==> src/hw/sie_pkg.sv <==
// Notes on behaviour
// RULE_01 - Six interrupt sources exist: two external pins, three timer flags and the serial port.
// RULE_02 - Each source has its own enable bit; one lets it request service, zero blocks it.
// RULE_03 - The global enable in bit 7 of the enable register, when clear, blocks every interrupt; exf_set still reaches irq through status.
// RULE_04 - Enable bits 5 down to 0 are timer 2, serial, timer 1, external 1, timer 0, external 0.
// RULE_05 - Software must not write ones to reserved bit 6 of the enable register.
// RULE_06 - The timer 2 request is the OR of its overflow flag and its external event flag.
// RULE_07 - Vectoring leaves both timer 2 flags set; only a software write clears them. The up/down toggle here also clears the event flag.
// RULE_08 - Timer 0 and 1 flags are set at state 5 phase 2 and sampled in the next machine cycle.
// RULE_09 - The timer 2 overflow flag is set at state 2 phase 2 and sampled in the same cycle.
// RULE_10 - Any enabled request ends idle mode, and a hardware reset ends idle too.
// RULE_11 - In capture mode with external trigger, a falling edge on the timer 2 input sets its event flag.
// RULE_12 - In up/down reload mode the event flag toggles as a count bit and raises no request.
// RULE_13 - The core request is the global enable AND the OR of each pending flag AND its enable.
package sie_pkg;
    // Register byte offsets.
    localparam logic [7:0] SIE_OFF_ENABLE = 8'h00;
    localparam logic [7:0] SIE_OFF_STATUS = 8'h04;
    localparam logic [7:0] SIE_OFF_MASK   = 8'h08;
    localparam logic [7:0] SIE_OFF_T2CTL  = 8'h0c;
    localparam logic [7:0] SIE_OFF_CORE   = 8'h10;
    // Enable register field positions.
    localparam int SIE_BIT_EXT0   = 0;
    localparam int SIE_BIT_T0     = 1;
    localparam int SIE_BIT_EXT1   = 2;
    localparam int SIE_BIT_T1     = 3;
    localparam int SIE_BIT_SERIAL = 4;
    localparam int SIE_BIT_T2     = 5;
    localparam int SIE_BIT_RSVD   = 6;
    localparam int SIE_BIT_GLOBAL = 7;
    // Timer 2 control field positions.
    localparam int SIE_T2_OVF   = 0;
    localparam int SIE_T2_EXF   = 1;
    localparam int SIE_T2_EXEN  = 2;
    localparam int SIE_T2_UPDN  = 3;
    // Reset values.
    localparam logic [7:0] SIE_RST_ENABLE = 8'h00;
    localparam logic [3:0] SIE_RST_T2CTL  = 4'h0;
    localparam logic [2:0] SIE_RST_IRQ    = 3'h0;
    // Machine cycle: twelve clocks, six states of two phases; state5 phase2 and state2 phase2.
    localparam logic [3:0] SIE_PHASE_LAST  = 4'hb;
    localparam logic [3:0] SIE_STATE5_PH2  = 4'h9;
    localparam logic [3:0] SIE_STATE2_PH2  = 4'h3;
    // Poll at state 5 phase 1: timer 2 (set at state 2) is seen in its own cycle, while
    // timer 0 and 1 (set at state 5 phase 2) just miss it and are seen one cycle later.
    localparam logic [3:0] SIE_SAMPLE_PH   = 4'h8;
    // Status and mask bits of the block's own interrupt.
    localparam int SIE_EV_WAKE = 0;
    localparam int SIE_EV_REQ  = 1;
    localparam int SIE_EV_EXF  = 2;

    typedef enum logic [1:0] {
        SIE_RUN   = 2'b00,
        SIE_IDLE  = 2'b01,
        SIE_WAKE  = 2'b11
    } sie_core_state_type;

    typedef struct packed {
        logic ext0;
        logic ext1;
        logic timer0_overflow_flag;
        logic timer1_overflow_flag;
        logic serial;
    } sie_src_type;
endpackage

==> src/hw/sie_irq.sv <==
module sie_irq
(
    // Clock and reset.
    input  wire logic                pclk,
    input  wire logic                presetn,
    // APB slave.
    input  wire logic                psel,
    input  wire logic                penable,
    input  wire logic                pwrite,
    input  wire logic [7:0]          paddr,
    input  wire logic [31:0]         pwdata,
    output logic                     pready,
    output logic [31:0]              prdata,
    output logic                     pslverr,
    // Interrupt sources.
    input  wire sie_pkg::sie_src_type src_in,
    input  wire logic                timer2_overflow_event,
    input  wire logic                timer2_external_input,
    // Core side.
    input  wire logic                idle_enter,
    output logic                     core_irq_req,
    output logic                     core_wake,
    output logic                     core_idle,
    output logic                     irq
);
    logic [7:0]               interrupt_enable_mask_ff;
    logic [3:0]               phase_ff;
    logic [3:0]               t2ctl_ff;
    logic                     timer0_flag_ff;
    logic                     timer1_flag_ff;
    logic                     timer2_overflow_flag_ff;
    logic                     timer2_external_event_flag_ff;
    logic [5:0]               pend_ff;
    logic                     timer2_external_input_ff;
    logic                     core_irq_req_ff;
    logic                     core_wake_ff;
    logic                     core_idle_ff;
    logic [2:0]               status_ff;
    logic [2:0]               mask_ff;
    logic                     irq_ff;
    logic [31:0]              prdata_ff;
    logic                     pslverr_ff;
    sie_pkg::sie_core_state_type state_ff;
    logic                     wr;
    logic                     rd;
    logic                     t2_fall;
    logic                     exf_set;
    logic                     exf_toggle;
    logic [5:0]               live_src;
    logic                     nxt_req;
    logic [2:0]               ev;

    // Address match for one register on an access phase.
    function automatic logic hit(input logic [7:0] a, input logic [7:0] off);
        hit = (a == off);
    endfunction

    assign wr = psel && penable && pwrite;
    assign rd = psel && penable && !pwrite;

    // Machine cycle phase counter, twelve clocks per machine cycle.
    always_ff @(posedge pclk or negedge presetn)
    begin
        if (!presetn)
            phase_ff <= 4'h0;
        else if (phase_ff == sie_pkg::SIE_PHASE_LAST)
            phase_ff <= 4'h0;
        else
            phase_ff <= phase_ff + 4'h1;
    end

    // Enable register; bit 6 is reserved so it is never stored and reads as zero.
    always_ff @(posedge pclk or negedge presetn)
    begin
        if (!presetn)
            interrupt_enable_mask_ff <= sie_pkg::SIE_RST_ENABLE;
        else if (wr && hit(paddr, sie_pkg::SIE_OFF_ENABLE))
        begin
            interrupt_enable_mask_ff <= pwdata[7:0]; // RULE_04
            interrupt_enable_mask_ff[sie_pkg::SIE_BIT_RSVD] <= 1'b0; // RULE_05
        end
    end

    // Timer 2 mode bits: external trigger enable and up/down mode.
    always_ff @(posedge pclk or negedge presetn)
    begin
        if (!presetn)
            t2ctl_ff <= sie_pkg::SIE_RST_T2CTL;
        else if (wr && hit(paddr, sie_pkg::SIE_OFF_T2CTL))
            t2ctl_ff <= {pwdata[sie_pkg::SIE_T2_UPDN], pwdata[sie_pkg::SIE_T2_EXEN], 2'b00};
    end

    // Falling edge detector on the timer 2 external input, which is taken as synchronous.
    always_ff @(posedge pclk or negedge presetn)
    begin
        if (!presetn)
            timer2_external_input_ff <= 1'b1;
        else
            timer2_external_input_ff <= timer2_external_input;
    end
    assign t2_fall    = timer2_external_input_ff && !timer2_external_input && t2ctl_ff[sie_pkg::SIE_T2_EXEN];
    assign exf_set    = t2_fall && !t2ctl_ff[sie_pkg::SIE_T2_UPDN]; // RULE_11
    // The overflow event counts only at state 2 phase 2, so a twelve-clock pulse toggles once.
    assign exf_toggle = timer2_overflow_event && t2ctl_ff[sie_pkg::SIE_T2_UPDN]
        && phase_ff == sie_pkg::SIE_STATE2_PH2; // RULE_12

    // Timer 0 and 1 flags land at state 5 phase 2; hardware set wins over a software clear.
    always_ff @(posedge pclk or negedge presetn)
    begin
        if (!presetn)
        begin
            timer0_flag_ff <= 1'b0;
            timer1_flag_ff <= 1'b0;
        end
        else
        begin
            if (src_in.timer0_overflow_flag && phase_ff == sie_pkg::SIE_STATE5_PH2)
                timer0_flag_ff <= 1'b1; // RULE_08
            else if (wr && hit(paddr, sie_pkg::SIE_OFF_T2CTL) && pwdata[4])
                timer0_flag_ff <= 1'b0;
            if (src_in.timer1_overflow_flag && phase_ff == sie_pkg::SIE_STATE5_PH2)
                timer1_flag_ff <= 1'b1; // RULE_08
            else if (wr && hit(paddr, sie_pkg::SIE_OFF_T2CTL) && pwdata[5])
                timer1_flag_ff <= 1'b0;
        end
    end

    // Timer 2 flags: vectoring never touches them; software clears both, and the up/down toggle can also clear the event flag.
    always_ff @(posedge pclk or negedge presetn)
    begin
        if (!presetn)
        begin
            timer2_overflow_flag_ff       <= 1'b0;
            timer2_external_event_flag_ff <= 1'b0;
        end
        else
        begin
            if (timer2_overflow_event && phase_ff == sie_pkg::SIE_STATE2_PH2)
                timer2_overflow_flag_ff <= 1'b1; // RULE_09
            else if (wr && hit(paddr, sie_pkg::SIE_OFF_T2CTL) && !pwdata[sie_pkg::SIE_T2_OVF])
                timer2_overflow_flag_ff <= 1'b0; // RULE_07
            if (exf_set)
                timer2_external_event_flag_ff <= 1'b1;
            else if (exf_toggle)
                timer2_external_event_flag_ff <= !timer2_external_event_flag_ff;
            else if (wr && hit(paddr, sie_pkg::SIE_OFF_T2CTL) && !pwdata[sie_pkg::SIE_T2_EXF])
                timer2_external_event_flag_ff <= 1'b0; // RULE_07
        end
    end

    // Six gated sources in enable-register order; the event flag is ignored in up/down mode.
    assign live_src = {
        timer2_overflow_flag_ff | (timer2_external_event_flag_ff
            & ~t2ctl_ff[sie_pkg::SIE_T2_UPDN]), // RULE_06 RULE_12
        src_in.serial,
        timer1_flag_ff,
        src_in.ext1,
        timer0_flag_ff,
        src_in.ext0}; // RULE_01

    // Pending flags are polled at the poll phase, so timer 0 and 1 are seen one cycle late
    // while timer 2, set at state 2, is seen in its own machine cycle.
    always_ff @(posedge pclk or negedge presetn)
    begin
        if (!presetn)
            pend_ff <= 6'h00;
        else if (phase_ff == sie_pkg::SIE_SAMPLE_PH)
            pend_ff <= live_src; // RULE_08 RULE_09
    end

    assign nxt_req = interrupt_enable_mask_ff[sie_pkg::SIE_BIT_GLOBAL] // RULE_03
        && |(pend_ff & interrupt_enable_mask_ff[5:0]); // RULE_02 RULE_13

    // Request to the core, registered.
    always_ff @(posedge pclk or negedge presetn)
    begin
        if (!presetn)
            core_irq_req_ff <= 1'b0;
        else
            core_irq_req_ff <= nxt_req; // RULE_13
    end

    // Idle tracking; reset drops straight back to run.
    always_ff @(posedge pclk or negedge presetn)
    begin
        if (!presetn)
        begin
            state_ff     <= sie_pkg::SIE_RUN; // RULE_10
            core_wake_ff <= 1'b0;
            core_idle_ff <= 1'b0;
        end
        else
        begin
            core_wake_ff <= 1'b0;
            case (state_ff)
                sie_pkg::SIE_RUN:
                    if (idle_enter)
                    begin
                        state_ff     <= sie_pkg::SIE_IDLE;
                        core_idle_ff <= 1'b1;
                    end
                sie_pkg::SIE_IDLE:
                    if (nxt_req)
                    begin
                        state_ff     <= sie_pkg::SIE_WAKE; // RULE_10
                        core_wake_ff <= 1'b1;
                        core_idle_ff <= 1'b0;
                    end
                sie_pkg::SIE_WAKE:
                    state_ff <= sie_pkg::SIE_RUN;
                default:
                begin
                    state_ff     <= sie_pkg::SIE_RUN;
                    core_idle_ff <= 1'b0;
                end
            endcase
        end
    end

    // Sticky status for the block's own interrupt; set wins over a write-one clear.
    assign ev = {exf_set, nxt_req && !core_irq_req_ff, core_wake_ff};
    always_ff @(posedge pclk or negedge presetn)
    begin
        if (!presetn)
            status_ff <= sie_pkg::SIE_RST_IRQ;
        else if (wr && hit(paddr, sie_pkg::SIE_OFF_STATUS))
            status_ff <= (status_ff & ~pwdata[2:0]) | ev;
        else
            status_ff <= status_ff | ev;
    end

    always_ff @(posedge pclk or negedge presetn)
    begin
        if (!presetn)
            mask_ff <= sie_pkg::SIE_RST_IRQ;
        else if (wr && hit(paddr, sie_pkg::SIE_OFF_MASK))
            mask_ff <= pwdata[2:0];
    end

    always_ff @(posedge pclk or negedge presetn)
    begin
        if (!presetn)
            irq_ff <= 1'b0;
        else
            irq_ff <= |(status_ff & mask_ff);
    end

    // Read data and error answer; unmapped addresses answer with an error.
    always_ff @(posedge pclk or negedge presetn)
    begin
        if (!presetn)
        begin
            prdata_ff  <= 32'h0000_0000;
            pslverr_ff <= 1'b0;
        end
        else if (psel && !penable)
        begin
            pslverr_ff <= 1'b0;
            case (paddr)
                sie_pkg::SIE_OFF_ENABLE: prdata_ff <= {24'h000000, interrupt_enable_mask_ff};
                sie_pkg::SIE_OFF_STATUS: prdata_ff <= {29'h0, status_ff};
                sie_pkg::SIE_OFF_MASK:   prdata_ff <= {29'h0, mask_ff};
                sie_pkg::SIE_OFF_T2CTL:  prdata_ff <= {26'h0, timer1_flag_ff, timer0_flag_ff,
                                                       t2ctl_ff[3:2],
                                                       timer2_external_event_flag_ff,
                                                       timer2_overflow_flag_ff};
                sie_pkg::SIE_OFF_CORE:   prdata_ff <= {24'h0, pend_ff, core_irq_req_ff,
                                                       state_ff == sie_pkg::SIE_IDLE};
                default:
                begin
                    prdata_ff  <= 32'h0000_0000;
                    pslverr_ff <= 1'b1;
                end
            endcase
        end
    end

    assign pready       = 1'b1;
    assign prdata       = prdata_ff;
    assign pslverr      = pslverr_ff;
    assign core_irq_req = core_irq_req_ff;
    assign core_wake    = core_wake_ff;
    assign core_idle    = core_idle_ff;
    assign irq          = irq_ff;

    // Checks.
    property p_global_off;
        @(posedge pclk) disable iff (!presetn)
        !interrupt_enable_mask_ff[sie_pkg::SIE_BIT_GLOBAL] |=> !core_irq_req_ff;
    endproperty
    a_global_off: assert property (p_global_off) else $error("request with global off"); // RULE_03

    property p_req_cause;
        @(posedge pclk) disable iff (!presetn)
        core_irq_req_ff |-> $past(|(pend_ff & interrupt_enable_mask_ff[5:0]));
    endproperty
    a_req_cause: assert property (p_req_cause) else $error("request without cause"); // RULE_13

    property p_rsvd_zero;
        @(posedge pclk) disable iff (!presetn)
        !interrupt_enable_mask_ff[sie_pkg::SIE_BIT_RSVD];
    endproperty
    a_rsvd_zero: assert property (p_rsvd_zero) else $error("reserved bit stored"); // RULE_05

    property p_t2_hold;
        @(posedge pclk) disable iff (!presetn)
        timer2_overflow_flag_ff && !wr |=> timer2_overflow_flag_ff;
    endproperty
    a_t2_hold: assert property (p_t2_hold) else $error("timer 2 flag lost"); // RULE_07

    property p_t0_phase;
        @(posedge pclk) disable iff (!presetn)
        $rose(timer0_flag_ff) |-> $past(phase_ff) == sie_pkg::SIE_STATE5_PH2;
    endproperty
    a_t0_phase: assert property (p_t0_phase) else $error("timer 0 flag off phase"); // RULE_08

    property p_t2_phase;
        @(posedge pclk) disable iff (!presetn)
        $rose(timer2_overflow_flag_ff) |-> ##[1:8] pend_ff[sie_pkg::SIE_BIT_T2];
    endproperty
    a_t2_phase: assert property (p_t2_phase) else $error("timer 2 not polled"); // RULE_09

    property p_wake;
        @(posedge pclk) disable iff (!presetn)
        state_ff == sie_pkg::SIE_IDLE && nxt_req |=> core_wake_ff ##1 !core_wake_ff;
    endproperty
    a_wake: assert property (p_wake) else $error("idle not ended"); // RULE_10

    property p_exf_set;
        @(posedge pclk) disable iff (!presetn)
        exf_set |=> timer2_external_event_flag_ff;
    endproperty
    a_exf_set: assert property (p_exf_set) else $error("event flag not set"); // RULE_11

    property p_t0_poll;
        @(posedge pclk) disable iff (!presetn)
        $rose(timer0_flag_ff) && !pend_ff[sie_pkg::SIE_BIT_T0]
            |-> !pend_ff[sie_pkg::SIE_BIT_T0] [*8] ##4 pend_ff[sie_pkg::SIE_BIT_T0];
    endproperty
    a_t0_poll: assert property (p_t0_poll) else $error("timer 0 polled off cycle"); // RULE_08

    property p_none_enabled;
        @(posedge pclk) disable iff (!presetn)
        interrupt_enable_mask_ff[5:0] == 6'h00 |=> !core_irq_req_ff;
    endproperty
    a_none_enabled: assert property (p_none_enabled) else $error("request with no enable"); // RULE_02

    property p_exf_hold;
        @(posedge pclk) disable iff (!presetn)
        timer2_external_event_flag_ff && !wr && !exf_toggle |=> timer2_external_event_flag_ff;
    endproperty
    a_exf_hold: assert property (p_exf_hold) else $error("event flag lost"); // RULE_07
endmodule

==> config.mk <==
export PLATFORM = sky130hd
export DESIGN_NAME = sie_irq
export DESIGN_NICKNAME = d
export VERILOG_FILES = /design/src/hw/sie_pkg.sv /design/src/hw/sie_irq.sv
export SDC_FILE = /design/constraint.sdc
export NUM_CORES = 1
export LEC_CHECK = 0
export ABC_AREA = 1
export BUFFER_PORTS_ARGS = -buffer_cell sky130_fd_sc_hd__buf_2
export CELL_PAD_IN_SITES_DETAIL_PLACEMENT = 1
export CELL_PAD_IN_SITES_GLOBAL_PLACEMENT = 2
export CORE_UTILIZATION = 28
export CTS_BUF_LIST = sky130_fd_sc_hd__clkbuf_4 sky130_fd_sc_hd__clkbuf_8
export DETAILED_ROUTE_END_ITERATION = 16
export PLACE_DENSITY = 0.93
export SLEW_MARGIN = 20
export SYNTH_ARGS = -nofsm -noshare
export SYNTH_HDL_FRONTEND = slang
export SYNTH_SLANG_ARGS = --single-unit
==> constraint.sdc <==
create_clock -name pclk -period 1.7 [get_ports pclk]
set_clock_uncertainty 0.2 [all_clocks]
set_input_delay 0.085 -clock pclk [delete_from_list [all_inputs] [get_ports pclk]]
set_output_delay 0.085 -clock pclk [all_outputs]
set_load 0.05 [all_outputs]
==> results.md <==
* Iteration count of the initial detailed-routing pass at 4
* Largest fanout of any net on the critical path at 2
* Worst Hold Margin at 22.4 ps
* Launching element type of the critical path: flip-flop
* Summed area of non-filler cells in the final layout at 2970 um^2
* Area added between synthesis and finish at 22.8%
* Number of max-capacitance violations reported at 0
* Area of the mapped netlist at 2420 um^2
* Clock transition at the registers of the reported paths at 80 ps
* Syn Inst Count at 298
* Vert. Die Dim at 94.9 um
* Distinct cell type count of the synthesized netlist at 27
* Clock sink count at 45
* Cell family with most CP delay: buffers and inverters
* Number of cells in the finished layout apart from fillers at 474
* Fin crit period at 1640 ps
* Required time of the critical path at 1680 ps
* Dpl cell area at 2660 um^2
* DRC violation total after the first TritonRoute iteration at 61
* Number of global-route vias before repair at 2079
* Cts bufs inserted at 5
* Combined buffer and inverter count along the critical path at 2
* Top-area cell type share of the netlist area at 45.5%
* Max_slew headroom at 61.2%
* Maximum level of the CTS H-tree at 2
* Delay of the slowest cell on the worst path at 560 ps
* Combinational family with the most area after synthesis: simple AND/OR/NAND/NOR gates
* Average cell area after synthesis at 8.12 um^2
* Number of top-level design ports at 91
* Maximum VDD drop at 331 uV
* Filler Cell Count at 1060
* Compound-cell area share of the yosys netlist at 8.28%
* TritonCTS clock tree: built
* Maximum number of pins on one net before global-route repair at 46
* Hold WC Path Type: primary input to flip-flop
* Combined flip-flop and latch cell area at 1130 um^2
* Sequential area share after synthesis at 46.6%
* Number of setup violations in the final report at 0
* Final Hold Vio Count at 0
* # DRC at 0
* Die Span X at 94.9 um
* Worst Path Arrival at 1630 ps
* Count leader, synth: nand2_1
* Root buffer selected by CTS: clkbuf_8
* Port Buf Inserts at 40
* Max-slew violation count at 0
* Worst-path cell with the longest stage delay: dlygate4sd3_1
* Post-synth top flop: dfrtp_1
* Via count of the routed design at 2085
* Leading cell types by count after synthesis: nand2_1, dfrtp_1, inv_1, nand3_1, buf_4
* Final clock period utilization by the worst path at 96.7%
* Area of the die at 9010 um^2
* Share of synthesized cell area in full adder, half adder and majority cells at 1.55%
* Detailed placement HPWL at 4550 um
* Multiplexer share of the synthesized area at 0%
* First-pass GRT wire length at 9840 um
* Final RePlAce weighted congestion at 0.798
* Fraction of layout cells with a size suffix above 1 at 21.4%
* Total gr overflow at 0
* Status: complete, no violations
* Fmax at 0.609 GHz
* Power per cell area at 768 nW/um^2
* Diodes inserted at 0
* Async set-reset flop share out of synthesis at 100%
* Dominant cells by area after synthesis: dfrtp_1, nand2_1, buf_4, nand3_1, inv_1
* Placeable Area at 8300 um^2
* Worst setup path class: flip-flop to flip-flop
* Post-layout net count at 424
* Clock latency at the later pin of the worst-skew pair at 300 ps
* Simple-gate area share of the yosys netlist at 29.7%
* Cell chain of the critical path: inv_1 -> ha_1 -> nand4_1 -> nand2_1 -> dlygate4sd3_1
* Synthesized flop and latch total at 45
* Routed wire length at 5940 um
* Buffer depth of the longest clock path at 2
* Crit path capture type: flip-flop
* Post-Synth XOR/XNOR Area at 0%
* DP Cell Count at 443
* Slack of the worst reg-to-reg path at 60 ps
* Cell taking the most area after synthesis: dfrtp_1
* EDFF count, synth at 0
* Number of warnings printed during yosys synthesis at 0
* Starting Density at 29.1%
* Initial antenna violation count at 0
* Transition time at the pin with the least slew margin at 582 ps
* Count of nets left with antenna violations after detail routing at 0
* Average wire length per cell after detail routing at 12.5 um
* Number of rows created at floorplan at 33
* Per-cell via count in the routed design at 4.40
* Footprint of the multi-input gates at 1060 um^2
* GRT Resource Usage Total at 14.4%
* Leakage at 0.00159 uW
==> tightest hold or removal path: cells and delay by family <==
kind | cells | cell delay, ps
buffers and inverters | 2 | 260
AND/OR/NAND/NOR | 3 | 140
==> registers in the layout, indices dropped and copies added (netlist names), 2 cells and up <==
signal,count
prdata,8
interrupt_enable_mask_ff,7
pend_ff,6
phase_ff,4
mask_ff,3
status_ff,3
state_ff,2
t2ctl_ff,2
==> where the power goes <==
part / internal, uW / switching, uW
combinational: 110 / 355
clock: 301 / 357
sequential: 1120 / 35.2
==> cell type report <==
type / count / area share, %
Inverter: 34 / 4.30
Multi-Input combinational cell: 216 / 35.6
Sequential cell: 45 / 38.0
Tap cell: 105 / 4.42
Clock buffer: 6 / 2.57
Clock inverter: 2 / 0.337
Timing Repair Buffer: 66 / 14.8
==> path summary, 6_finish.rpt <==
check | from | end | cells past startpoint
max | phase_ff[1]$_DFF_PN0_ | timer1_flag_ff$_DFFE_PN0P_ | 5
min | penable | prdata[7]$_DFFE_PN0P_ | 5
max reg2reg | phase_ff[1]$_DFF_PN0_ | timer1_flag_ff$_DFFE_PN0P_ | 5
min reg2reg | core_wake$_DFF_PN0_ | status_ff[0]$_DFF_PN0_ | 2
max in group asynchronous | presetn | core_wake$_DFF_PN0_ | 3
min in group asynchronous | presetn | prdata[7]$_DFFE_PN0P_ | 3
==> routing by layer <==
metal / global-route usage [%] / part of all wire (%) / vias up
met5: 0 / 0 / -
met4: 3.79 / 1.0 / 0
met3: 2.98 / 4.7 / 7
met2: 25.3 / 51 / 48
met1: 17.7 / 44 / 1002
li1: - / - / 1028
==> cells in the final DEF (no fill, tap or decap) <==
cell type      netlist  routed
a21oi_1              7       7
a21oi_2              1       1
and3_1               1       1
buf_2                0      40
buf_4               25       8
clkbuf_4             0       1
clkbuf_8             0       5
clkinv_1             2       2
clkinv_2             0       2
conb_1               2      25
dfrtp_1             44      44
dfstp_2              1       1
dlygate4sd3_1        0      18
ha_1                 3       3
inv_1               32      32
nand2_1             85      85
nand2_2              3       3
nand2_4              2       2
nand3_1             32      32
nand4_1              2       2
nor2_1              19      19
nor2_2               1       1
nor2_4               5       5
nor2_8               1       1
nor3_2               2       1
nor3_4               0       1
o21a_1               1       1
o21ai_0             16      16
o21ai_1              2       2
o21ai_2              6       6
o22ai_1              1       1
or2_2                1       1
==> cells by family after synthesis <==
family                   Yosys count
AND/OR/NAND/NOR                  154
flip-flops                        45
AO/OA/AOI/OAI                     34
other                              2
buffers and inverters             60
adder cells (fa/ha/maj)            3
==> metrics by stage <==
stage / power [uW] / setup slack [ps] / setup TNS (ps) / util (%)
3_5_place_dp: 1620 / 246 / 0 / 32.1
4_1_cts: 2320 / 35.9 / 0 / 35.3
6_report: 2280 / 56.8 / 0 / 35.8
2_1_floorplan: 1530 / 340 / 0 / -
3_3_place_gp: 1610 / 320 / 0 / 32.1
5_1_grt: 2400 / -7.38 / -7.38 / 35.8
==> what timing repair did <==
action | in CTS | in global routing
endpoints found under the setup margin | 0 | 2
endpoints found under the hold margin | 67 | 0
resized for setup | 0 | 1
buffers inserted | 0 | 5
hold buffers | 18 | 0
Power figures use the tool's default switching activity.
